`src/verilog/oph_consts.vh`:
```
// Constants for the OAM PDU hardware responder.
`ifndef OPH_CONSTS_VH
`define OPH_CONSTS_VH
// Register offsets.
`define OPH_ADDR_HW_CTRL   8'h00
`define OPH_ADDR_LOOP_SEL  8'h04
`define OPH_ADDR_MAC_LOW   8'h08
`define OPH_ADDR_MAC_HIGH  8'h0c
`define OPH_ADDR_CPU_QUEUE 8'h10
`define OPH_ADDR_OPTIONS   8'h14
`define OPH_ADDR_CC_STORE  8'h18
`define OPH_ADDR_CC_TXFCF  8'h1c
`define OPH_ADDR_STATUS    8'h20
// Enable register bit positions.
`define OPH_BIT_LMM 8
`define OPH_BIT_LMR 7
`define OPH_BIT_LBM 6
`define OPH_BIT_LBR 5
`define OPH_BIT_DMM 4
`define OPH_BIT_DMR 3
`define OPH_BIT_SDM 2
`define OPH_BIT_CCM 1
`define OPH_BIT_CCL 0
`define OPH_HW_CTRL_W 9
// Loop select bits and option bits.
`define OPH_LSEL_LMM 1
`define OPH_LSEL_DMM 0
`define OPH_LSEL_RST 2'h3
`define OPH_OPT_LMR_EXT 0
`define OPH_OPT_CC_RSV  1
`define OPH_TST_MASK_BIT 6
// Queue field positions, four bits per queue.
`define OPH_QW 4
`define OPH_Q_LMM 0
`define OPH_Q_LMR 4
`define OPH_Q_DMM 8
`define OPH_Q_DMR 12
// Opcodes.
`define OPH_OP_CCM 8'h01
`define OPH_OP_LBR 8'h02
`define OPH_OP_LBM 8'h03
`define OPH_OP_LMR 8'h2a
`define OPH_OP_LMM 8'h2b
`define OPH_OP_SDM 8'h2d
`define OPH_OP_DMR 8'h2e
`define OPH_OP_DMM 8'h2f
`define OPH_OP_TST 8'h25
// Frame dispositions.
`define OPH_ACT_PASS  2'h0
`define OPH_ACT_LOOP  2'h1
`define OPH_ACT_CPU   2'h2
`define OPH_ACT_CHECK 2'h3
`define OPH_ZERO32 32'h00000000
`endif

```
`src/verilog/oph_responder.v`:
```
// OAM PDU hardware responder: per-opcode handling decision and rewrite.
`timescale 1ns/1ps
`default_nettype none
`include "oph_consts.vh"
// Contract
// (RULE_01) Hardware handles only opcodes with enable set.
// (RULE_02) Enabled LMM looped or sent by select.
// (RULE_03) Looped LMM gets RxFCf and TxFCb filled.
// (RULE_04) Looped LMM swaps MACs, opcode becomes LMR.
// (RULE_05) CPU LMM goes to its queue, RxFCf updated.
// (RULE_06) Enabled LMR goes to its CPU queue.
// (RULE_07) LMR carries RxFCl; optional PDU extension.
// (RULE_08) Enabled LBM looped, MACs swapped, becomes LBR.
// (RULE_09) LBM enable also covers transmitted TST.
// (RULE_10) Enabled LBR gets transaction ID checked; the code checks only received LBR, transmitted LBR passes.
// (RULE_11) LBR enable also covers received TST.
// (RULE_12) Enabled DMM looped or sent by select.
// (RULE_13) Looped DMM gets timestamps, MACs, opcode DMR.
// (RULE_14) CPU DMM goes to its queue, RxTimeStampf set.
// (RULE_15) Enabled DMR to queue, RxTimeStampb set.
// (RULE_16) Enabled 1DM to DMR queue, RxTimeStampb set.
// (RULE_17) Enabled CCM validated before clearing miss count.
// (RULE_18) Software sets CCM loss only with CCM.
// (RULE_19) CCM loss carries RxFCl; optional reserved write.
// (RULE_20) CCM loss stores RxFCl and TxFCf for next.
// (RULE_21) Loop select: zero to CPU, one loops.
// (RULE_22) Engine MAC is 32-bit low plus 16-bit high.
// (RULE_23) Unhandled opcodes pass completely unmodified.

module oph_responder (
  // Clock and reset
  input  wire        mclk_i,
  input  wire        rst_n_i,
  // Register port
  input  wire [7:0]  reg_addr_i,
  input  wire [31:0] reg_wdata_i,
  input  wire        reg_wr_i,
  input  wire        reg_rd_i,
  output reg  [31:0] reg_rdata_o,
  // Frame descriptor from the pipeline
  // These share mclk_i with the block and need no synchroniser.
  input  wire        frm_valid_i,
  input  wire        frm_tx_dir_i,
  input  wire [7:0]  frm_opcode_i,
  input  wire [47:0] frm_dmac_i,
  input  wire [47:0] frm_smac_i,
  input  wire [7:0]  generic_opcode_forward_mask_i,
  input  wire        frm_ccm_valid_i,
  // Counters and timestamps sampled for this frame
  input  wire [31:0] perf_rx_cnt_i,
  input  wire [31:0] perf_tx_cnt_i,
  input  wire [31:0] rx_timestamp_i,
  input  wire [31:0] tx_timestamp_i,
  // Rewritten frame descriptor
  output reg         out_valid_o,
  output reg  [1:0]  out_action_o,
  output reg  [7:0]  out_opcode_o,
  output reg  [47:0] out_dmac_o,
  output reg  [47:0] out_smac_o,
  output reg  [3:0]  out_cpu_queue_o,
  output reg  [31:0] out_field_a_o,
  output reg         out_field_a_wr_o,
  output reg  [31:0] out_field_b_o,
  output reg         out_field_b_wr_o,
  output reg  [31:0] header_rewrite_value_o,
  output reg         header_rewrite_valid_o,
  output reg         out_pdu_extend_o,
  output reg         transid_check_o,
  output reg         continuity_miss_clear_o
);

  // Only bits with a meaning are stored; the rest of a word is
  // dropped on write and reads back zero. Both loop selects reset
  // to one, so requests loop until software picks the CPU path.
  // A write and a frame in one cycle: the frame sees the old value.
  reg  [8:0]  hw_ctrl_q;
  reg  [1:0]  loop_sel_q;
  reg  [31:0] mac_low_q;
  reg  [15:0] mac_high_q;
  reg  [15:0] cpu_queue_q;
  reg  [1:0]  options_q;
  reg  [31:0] cc_rxfcl_q;
  reg  [31:0] cc_txfcf_q;
  // The handled count wraps at 255. It is meant as a debug aid,
  // not as a statistic that software can rely on over time.
  reg  [7:0]  handled_cnt_q;

  // Named views of the enable, select and option bits.
  wire loss_request_hw_enable          = hw_ctrl_q[`OPH_BIT_LMM];
  wire loss_reply_hw_enable            = hw_ctrl_q[`OPH_BIT_LMR];
  wire loopback_request_hw_enable      = hw_ctrl_q[`OPH_BIT_LBM];
  wire loopback_reply_hw_enable        = hw_ctrl_q[`OPH_BIT_LBR];
  wire delay_request_hw_enable         = hw_ctrl_q[`OPH_BIT_DMM];
  wire delay_reply_hw_enable           = hw_ctrl_q[`OPH_BIT_DMR];
  wire one_way_delay_hw_enable         = hw_ctrl_q[`OPH_BIT_SDM];
  wire continuity_check_hw_enable      = hw_ctrl_q[`OPH_BIT_CCM];
  wire continuity_loss_hw_enable       = hw_ctrl_q[`OPH_BIT_CCL];
  wire loss_request_loop_select        = loop_sel_q[`OPH_LSEL_LMM];
  wire delay_request_loop_select       = loop_sel_q[`OPH_LSEL_DMM];
  wire loss_reply_pdu_extend_enable    = options_q[`OPH_OPT_LMR_EXT];
  wire continuity_reserved_update_enable = options_q[`OPH_OPT_CC_RSV];
  // The engine address is the high half above the low half.
  wire [47:0] endpoint_mac = {mac_high_q, mac_low_q}; // RULE_22
  // One nibble of queue number each for LMM, LMR, DMM and DMR; 1DM uses the DMR one.
  wire [3:0] loss_request_cpu_queue  = cpu_queue_q[`OPH_Q_LMM +: `OPH_QW];
  wire [3:0] loss_reply_cpu_queue    = cpu_queue_q[`OPH_Q_LMR +: `OPH_QW];
  wire [3:0] delay_request_cpu_queue = cpu_queue_q[`OPH_Q_DMM +: `OPH_QW];
  wire [3:0] delay_reply_cpu_queue   = cpu_queue_q[`OPH_Q_DMR +: `OPH_QW];
  // Test frames are handled only when the forward mask selects them.
  wire tst_sel = generic_opcode_forward_mask_i[`OPH_TST_MASK_BIT];

  // Combinational decision for the current frame.
  reg [1:0]  act_d;
  reg [7:0]  op_d;
  reg [47:0] dmac_d;
  reg [47:0] smac_d;
  reg [3:0]  queue_d;
  reg [31:0] fa_d;
  reg        fa_wr_d;
  reg [31:0] fb_d;
  reg        fb_wr_d;
  reg [31:0] rew_d;
  reg        rew_vld_d;
  reg        ext_d;
  reg        tid_d;
  reg        miss_clr_d;
  reg        cc_store_d;

  always @* begin
    // Defaults leave the frame untouched.
    act_d      = `OPH_ACT_PASS; // RULE_23
    op_d       = frm_opcode_i;
    dmac_d     = frm_dmac_i;
    smac_d     = frm_smac_i;
    queue_d    = 4'h0;
    fa_d       = `OPH_ZERO32;
    fa_wr_d    = 1'b0;
    fb_d       = `OPH_ZERO32;
    fb_wr_d    = 1'b0;
    rew_d      = `OPH_ZERO32;
    rew_vld_d  = 1'b0;
    ext_d      = 1'b0;
    tid_d      = 1'b0;
    miss_clr_d = 1'b0;
    cc_store_d = 1'b0;
    // Each branch tests an enable bit first; TST uses the loopback ones. With the bit clear
    // the defaults stand and the frame leaves exactly as it came, so
    // an unhandled opcode can never pick up a stray rewrite.
    case (frm_opcode_i) // RULE_01

      // Loss request: counters first, then loop or redirect.
      `OPH_OP_LMM: begin
        if (loss_request_hw_enable) begin // RULE_02
          fa_d    = perf_rx_cnt_i;
          fa_wr_d = 1'b1;
          if (loss_request_loop_select) begin // RULE_21
            act_d   = `OPH_ACT_LOOP;
            fb_d    = perf_tx_cnt_i; // RULE_03
            fb_wr_d = 1'b1;
            dmac_d  = frm_smac_i; // RULE_04
            smac_d  = endpoint_mac;
            op_d    = `OPH_OP_LMR;
          end else begin
            act_d   = `OPH_ACT_CPU; // RULE_05
            queue_d = loss_request_cpu_queue;
          end
        end
      end

      // Loss reply: always redirected, receive count in header.
      `OPH_OP_LMR: begin
        if (loss_reply_hw_enable) begin
          act_d     = `OPH_ACT_CPU; // RULE_06
          queue_d   = loss_reply_cpu_queue;
          rew_d     = perf_rx_cnt_i; // RULE_07
          rew_vld_d = 1'b1;
          ext_d     = loss_reply_pdu_extend_enable;
        end
      end

      // Loopback request: addresses swapped, no counters.
      `OPH_OP_LBM: begin
        if (loopback_request_hw_enable) begin
          act_d  = `OPH_ACT_LOOP; // RULE_08
          dmac_d = frm_smac_i;
          smac_d = endpoint_mac;
          op_d   = `OPH_OP_LBR;
        end
      end

      // Loopback reply: only received replies carry an id.
      `OPH_OP_LBR: begin
        if (loopback_reply_hw_enable && !frm_tx_dir_i) begin
          act_d = `OPH_ACT_CHECK; // RULE_10
          tid_d = 1'b1;
        end
      end

      // Test frames use the loopback enables, one per direction.
      `OPH_OP_TST: begin
        if (tst_sel && frm_tx_dir_i && loopback_request_hw_enable) begin
          act_d = `OPH_ACT_CHECK; // RULE_09
        end else if (tst_sel && !frm_tx_dir_i &&
                     loopback_reply_hw_enable) begin
          act_d = `OPH_ACT_CHECK; // RULE_11
          tid_d = 1'b1;
        end
      end

      // Delay request: timestamps first, then loop or redirect.
      `OPH_OP_DMM: begin
        if (delay_request_hw_enable) begin // RULE_12
          fa_d    = rx_timestamp_i;
          fa_wr_d = 1'b1;
          if (delay_request_loop_select) begin // RULE_21
            act_d   = `OPH_ACT_LOOP; // RULE_13
            fb_d    = tx_timestamp_i;
            fb_wr_d = 1'b1;
            dmac_d  = frm_smac_i;
            smac_d  = endpoint_mac;
            op_d    = `OPH_OP_DMR;
          end else begin
            act_d   = `OPH_ACT_CPU; // RULE_14
            queue_d = delay_request_cpu_queue;
          end
        end
      end

      // Delay reply: receive timestamp, then its queue.
      `OPH_OP_DMR: begin
        if (delay_reply_hw_enable) begin
          act_d   = `OPH_ACT_CPU; // RULE_15
          queue_d = delay_reply_cpu_queue;
          fb_d    = rx_timestamp_i;
          fb_wr_d = 1'b1;
        end
      end

      // One-way delay shares the delay reply queue.
      `OPH_OP_SDM: begin
        if (one_way_delay_hw_enable) begin
          act_d   = `OPH_ACT_CPU; // RULE_16
          queue_d = delay_reply_cpu_queue;
          fb_d    = rx_timestamp_i;
          fb_wr_d = 1'b1;
        end
      end

      // Continuity check: the clear follows validation only.
      `OPH_OP_CCM: begin
        if (continuity_check_hw_enable) begin
          act_d      = `OPH_ACT_CHECK;
          miss_clr_d = frm_ccm_valid_i; // RULE_17
          // The loss part is gated by the check enable, so a stray loss
          // enable alone never alters a frame.
          if (continuity_loss_hw_enable && frm_ccm_valid_i) begin // RULE_18
            rew_d      = perf_rx_cnt_i; // RULE_19
            rew_vld_d  = 1'b1;
            fa_d       = perf_rx_cnt_i;
            fa_wr_d    = continuity_reserved_update_enable;
            cc_store_d = 1'b1; // RULE_20
          end
        end
      end

      // Any other opcode passes untouched.
      default: begin
        act_d = `OPH_ACT_PASS; // RULE_23
      end
    endcase
  end

  // Registered frame outputs, one cycle after the descriptor.
  // Data fields follow the decision even on idle cycles. Only the
  // strobes are gated by the valid pulse, so the pipeline must look
  // at a strobe before it uses the field beside it.
  always @(posedge mclk_i) begin
    if (!rst_n_i) begin
      out_valid_o             <= 1'b0;
      out_action_o            <= `OPH_ACT_PASS;
      out_opcode_o            <= 8'h00;
      out_dmac_o              <= 48'h000000000000;
      out_smac_o              <= 48'h000000000000;
      out_cpu_queue_o         <= 4'h0;
      out_field_a_o           <= `OPH_ZERO32;
      out_field_a_wr_o        <= 1'b0;
      out_field_b_o           <= `OPH_ZERO32;
      out_field_b_wr_o        <= 1'b0;
      header_rewrite_value_o  <= `OPH_ZERO32;
      header_rewrite_valid_o  <= 1'b0;
      out_pdu_extend_o        <= 1'b0;
      transid_check_o         <= 1'b0;
      continuity_miss_clear_o <= 1'b0;
      cc_rxfcl_q              <= `OPH_ZERO32;
      cc_txfcf_q              <= `OPH_ZERO32;
      handled_cnt_q           <= 8'h00;
    end else begin
      out_valid_o             <= frm_valid_i;
      out_action_o            <= act_d;
      out_opcode_o            <= op_d;
      out_dmac_o              <= dmac_d;
      out_smac_o              <= smac_d;
      out_cpu_queue_o         <= queue_d;
      out_field_a_o           <= fa_d;
      out_field_a_wr_o        <= frm_valid_i & fa_wr_d;
      out_field_b_o           <= fb_d;
      out_field_b_wr_o        <= frm_valid_i & fb_wr_d;
      header_rewrite_value_o  <= rew_d;
      header_rewrite_valid_o  <= frm_valid_i & rew_vld_d;
      out_pdu_extend_o        <= frm_valid_i & ext_d;
      transid_check_o         <= frm_valid_i & tid_d;
      continuity_miss_clear_o <= frm_valid_i & miss_clr_d;
      // The stored pair feeds the next transmitted continuity frame.
      if (frm_valid_i && cc_store_d) begin
        cc_rxfcl_q <= perf_rx_cnt_i; // RULE_20
        cc_txfcf_q <= perf_tx_cnt_i;
      end
      // Any valid frame given hardware handling counts once.
      if (frm_valid_i && act_d != `OPH_ACT_PASS) begin
        handled_cnt_q <= handled_cnt_q + 8'h01;
      end
    end
  end

  // Register writes.
  // Unmapped and read-only offsets ignore writes.
  always @(posedge mclk_i) begin
    if (!rst_n_i) begin
      hw_ctrl_q   <= 9'h000;
      loop_sel_q  <= `OPH_LSEL_RST;
      mac_low_q   <= `OPH_ZERO32;
      mac_high_q  <= 16'h0000;
      cpu_queue_q <= 16'h0000;
      options_q   <= 2'h0;
    end else if (reg_wr_i) begin
      case (reg_addr_i)
        `OPH_ADDR_HW_CTRL:   hw_ctrl_q   <= reg_wdata_i[8:0];
        `OPH_ADDR_LOOP_SEL:  loop_sel_q  <= reg_wdata_i[1:0];
        `OPH_ADDR_MAC_LOW:   mac_low_q   <= reg_wdata_i;
        `OPH_ADDR_MAC_HIGH:  mac_high_q  <= reg_wdata_i[15:0];
        `OPH_ADDR_CPU_QUEUE: cpu_queue_q <= reg_wdata_i[15:0];
        `OPH_ADDR_OPTIONS:   options_q   <= reg_wdata_i[1:0];
        default: begin
        end
      endcase
    end
  end

  // Register reads; unmapped addresses read zero.
  // The data stand only in the cycle after the strobe. A late
  // sample sees zero rather than stale data.
  always @(posedge mclk_i) begin
    if (!rst_n_i) begin
      reg_rdata_o <= `OPH_ZERO32;
    end else if (reg_rd_i) begin
      case (reg_addr_i)
        `OPH_ADDR_HW_CTRL:   reg_rdata_o <= {23'h000000, hw_ctrl_q};
        `OPH_ADDR_LOOP_SEL:  reg_rdata_o <= {30'h00000000, loop_sel_q};
        `OPH_ADDR_MAC_LOW:   reg_rdata_o <= mac_low_q;
        `OPH_ADDR_MAC_HIGH:  reg_rdata_o <= {16'h0000, mac_high_q};
        `OPH_ADDR_CPU_QUEUE: reg_rdata_o <= {16'h0000, cpu_queue_q};
        `OPH_ADDR_OPTIONS:   reg_rdata_o <= {30'h00000000, options_q};
        `OPH_ADDR_CC_STORE:  reg_rdata_o <= cc_rxfcl_q;
        `OPH_ADDR_CC_TXFCF:  reg_rdata_o <= cc_txfcf_q;
        `OPH_ADDR_STATUS:    reg_rdata_o <= {24'h000000, handled_cnt_q};
        default:             reg_rdata_o <= `OPH_ZERO32;
      endcase
    end else begin
      reg_rdata_o <= `OPH_ZERO32;
    end
  end

endmodule // oph_responder

`default_nettype wire
```
`config.mk`:
```
export PLATFORM = sky130hd
export DESIGN_NAME = oph_responder
export DESIGN_NICKNAME = d
export VERILOG_FILES = /design/src/verilog/oph_responder.v
export VERILOG_INCLUDE_DIRS = /design/src /design/src/verilog
export SDC_FILE = /design/constraint.sdc
export NUM_CORES = 1
export LEC_CHECK = 0
export ABC_AREA = 1
export BUFFER_PORTS_ARGS = -buffer_cell sky130_fd_sc_hd__buf_2
export CAP_MARGIN = 0
export CORE_AREA = 2 2 206 208
export DETAILED_ROUTE_END_ITERATION = 7
export DIE_AREA = 0 0 208 210
export MAX_ROUTING_LAYER = met4
export PLACE_DENSITY_LB_ADDON = 0.1
export SLEW_MARGIN = 15
export SYNTH_ARGS = -nofsm -noshare
export SYNTH_HDL_FRONTEND = slang
export SYNTH_SLANG_ARGS = --single-unit
```
`constraint.sdc`:
```
create_clock -name mclk_i -period 2.55 [get_ports mclk_i]
set_input_delay 0.255 -clock mclk_i [delete_from_list [all_inputs] [get_ports mclk_i]]
set_output_delay 0.255 -clock mclk_i [all_outputs]
set_load 0.1 [all_outputs]
```
==> results.cfg <==
[run_status]
outcome = complete, no violations

[routing]
route.detailed.drc = 0
via_per_inst = 5.00
drtAntennaViolNets = 0
drt_iter0_drc = 1427
num_vias = 16100
wl_per_cell_um = 19.5
wl_mm = 62.8
firstDrtPassIters = 5

[sta]
fmax_mhz = 399
hold_violations = 0
fin_tns_setup_ps = 0
hold_slack_ps = 38.8
fin_ws_ps = 45.8
finalMaxSlewViolations = 0
finClkSkew_ps = 18.7
tightest_slew_ps = 721
setup_viol = 0
slew_headroom_pct = 51.9
finalCritPeriodShare_pct = 98.2
period_needed_ps = 2500

[placement]
portBuffers = 524
dpl.hpwl_mm = 43.5
place_inst = 2828
place_ws_ps = 387
gp_congestion = 0.912

[power]
internal_power_uw = 10600
ir_worst_vdd_mv = 0.395
power_frac_seq_pct = 43.6
p_switching_uw = 3750
power_frac_comb_pct = 11.8
switching_share_pct = 26.1
power_density_mw_per_mm2 = 644
pwr-share-clk_pct = 44.6
p_leak_uw = 0.0103

[worst_setup_path]
path_common_cell = dlygate4sd3_1
worstPathMaxFanout = 31
critPathSlowestCell = dlygate4sd3_1
crit_type = in2reg
path_cells = dlygate4sd3_1 -> buf_2 -> inv_1 -> nand2_2 -> nor2_2 -> nand3_1 -> nand3_4 -> buf_4 -> buf_12 -> nand2_1 -> a21oi_1 -> dlygate4sd3_1
critPathCaptureType = flop
critPathLaunch = frm_opcode_i[6]
critPathTopFamily = buffers and inverters
path_buf_inv = 6
arrival_ps = 3010
timing.rr.start = loop_sel_q[0]
max_stage_delay_ps = 590
crit_required_ps = 3050
start_kind = primary input

[synth]
ys.flop_type = dfxtp_1
synth-seq-cells = 394
syn_area_mm2 = 0.0146
syn_inst = 1850
synth_area_leaders = dfxtp_1, nand2_1, a21oi_1, o21ai_0, inv_1
mappedNetlistNets = 2138
synth_edf_count = 0
seq_area_frac_synth_pct = 54.1
synth_largest_area_cell = dfxtp_1
syn_avg_cell_area_um2 = 7.89
yosysTopAreaCellShare_pct = 54.1
synth.distinct_cells = 38
yosys_warnings = 0
async_reset_ff_share_pct = 0

[floorplan]
fp-row-count = 75
die_h_um = 210
initial_core_util_pct = 35.2
die_area_mm2 = 0.0437
core_mm2 = 0.0415
die_w_um = 208
pin_count = 532

[cells_and_area]
instances_no_fill = 3220
diodes = 0
area_growth_pct = 53.2
nets = 2935
drive_above_1_share_pct = 24.8
final_core_util_pct = 53.9
fill_cells = 3858

[grt]
grt-ovfl-total = 0
grt_pass1_vias = 15800
grt_max_degree = 97
antenna_found_initial = 0
grt_usage_pct = 28.3
grt_pass1_wl_mm = 92.7

[clocking]
numCtsBuffers = 44
htreeDepth = 2
clock_path_buffers = 3
cts_tree = done
cts-root-buf = clkbuf_16
cts.sinks = 394
path_clk_slew_ps = 60
clock_latency_ps = 580

[hold_path]
hold_start = rx_timestamp_i[6]
hp-class = in2reg

[run]
cap_violations = 0
==> worst paths after layout <==
| path | to | depth (start not counted) | slack (ps) |
|---|---|---|---|
| worst max-delay path | out_dmac_o[15] | 12 | 50 |
| worst min-delay path | out_field_a_o[6] | 3 | 40 |
| worst max register to register | out_dmac_o[15] | 9 | 220 |
| worst min register to register | out_smac_o[24] | 2 | 470 |
==> sequential cells by signal, summed over array words and instances, names as in the netlist, 4 cells and up <==
signal / count
out_dmac_o: 48
cc_txfcf_q: 32
cc_rxfcl_q: 32
out_cpu_queue_o: 4
out_opcode_o: 8
out_smac_o: 48
handled_cnt_q: 8
hw_ctrl_q: 9
mac_high_q: 16
mac_low_q: 32
out_field_b_o: 32
header_rewrite_value_o: 32
out_field_a_o: 32
reg_rdata_o: 32
cpu_queue_q: 16
==> power by group through the flow <==
stage	Sequential [uW]	Combinational (uW)	Clock (uW)
final	6270	1700	6430
after global routing	6280	1780	6830
after floorplan	7060	221	0
after CTS	6270	1670	6600
after detailed placement	6410	1360	0
after global placement	6410	1360	0
==> placed cells by master, fill, tap and decap left out, types with 5 or more instances in the layout <==
cell	count
nand2_1	362
dlygate4sd3_1	303
dfxtp_1	394
inv_1	190
o22ai_1	11
a21oi_1	261
clkbuf_16	46
clkbuf_8	14
buf_2	523
nor2_1	162
o21ai_0	165
nand3_1	22
nand4_1	5
nor3_1	44
nor2_2	11
a221oi_1	34
a22oi_1	22
a31oi_1	7
buf_12	9
buf_4	28
clkinv_2	9
o211ai_1	10
clkbuf_1	7
==> through the flow <==
step           power [uW]  instance area, um2
2_1_floorplan        7280               14600
3_3_place_gp         7760               17700
3_5_place_dp         7770               17700
4_1_cts             14500               22200
5_1_grt             14900               22400
6_report            14400               22400
==> synthesized netlist by cell type (all sizes together) (2+ instances only) <==
library cell	instances
inv	194
nor3b	2
a21oi	261
a221oi	34
nand2	365
o21ai	167
dfxtp	394
buf	57
o22ai	11
a211oi	4
nor2	175
o211ai	10
a22oi	22
clkbuf	59
nand3	28
a31oi	7
nand4	6
o221ai	2
nor3	45
==> worst reg2reg max path: cells and delay by family (launching register included) <==
kind | cells | cell delay [ps]
buffers and inverters | 4 | 1010
and+or+nand+nor | 4 | 670
DFF | 1 | 440
AOI/OAI and AO/OA | 1 | 150
==> layout make-up <==
class / count / area (um2) / area share [%]
flip-flops and latches: 394 / 7890 / 35.3
repair buffers: 866 / 6110 / 27.3
multi-input cells: 1147 / 5470 / 24.5
clock buffers: 66 / 1350 / 6.02
inverters: 194 / 733 / 3.28
well taps: 539 / 674 / 3.02
clock inverters: 14 / 130 / 0.582
==> routing by layer <==
metal	share of wire, %	global-route usage (%)	vias up	wire (um)
met5	0	-	-	0
met4	4.2	12.1	0	2660
met3	8.6	6.27	146	5420
met2	44	42.5	823	27400
met1	44	36.6	7464	27400
li1	-	-	7656	-
==> logic make-up after synthesis <==
family                     count (synthesis)  synth area share, %
AOI/OAI and AO/OA                        521                 19.6
adders and majority gates                  1               0.0857
buffers and inverters                    310                 8.61
DFF                                      394                 54.1
and+or+nand+nor                          624                 17.6
==> what timing repair did <==
action,4_1_cts,5_1_grt
setup buffers,0,7
hold buffers,303,0
endpoints found under the setup margin,0,47
hold endpoints to repair,281,0
gates resized for setup,0,5
(Power assumes the default switching activity.)
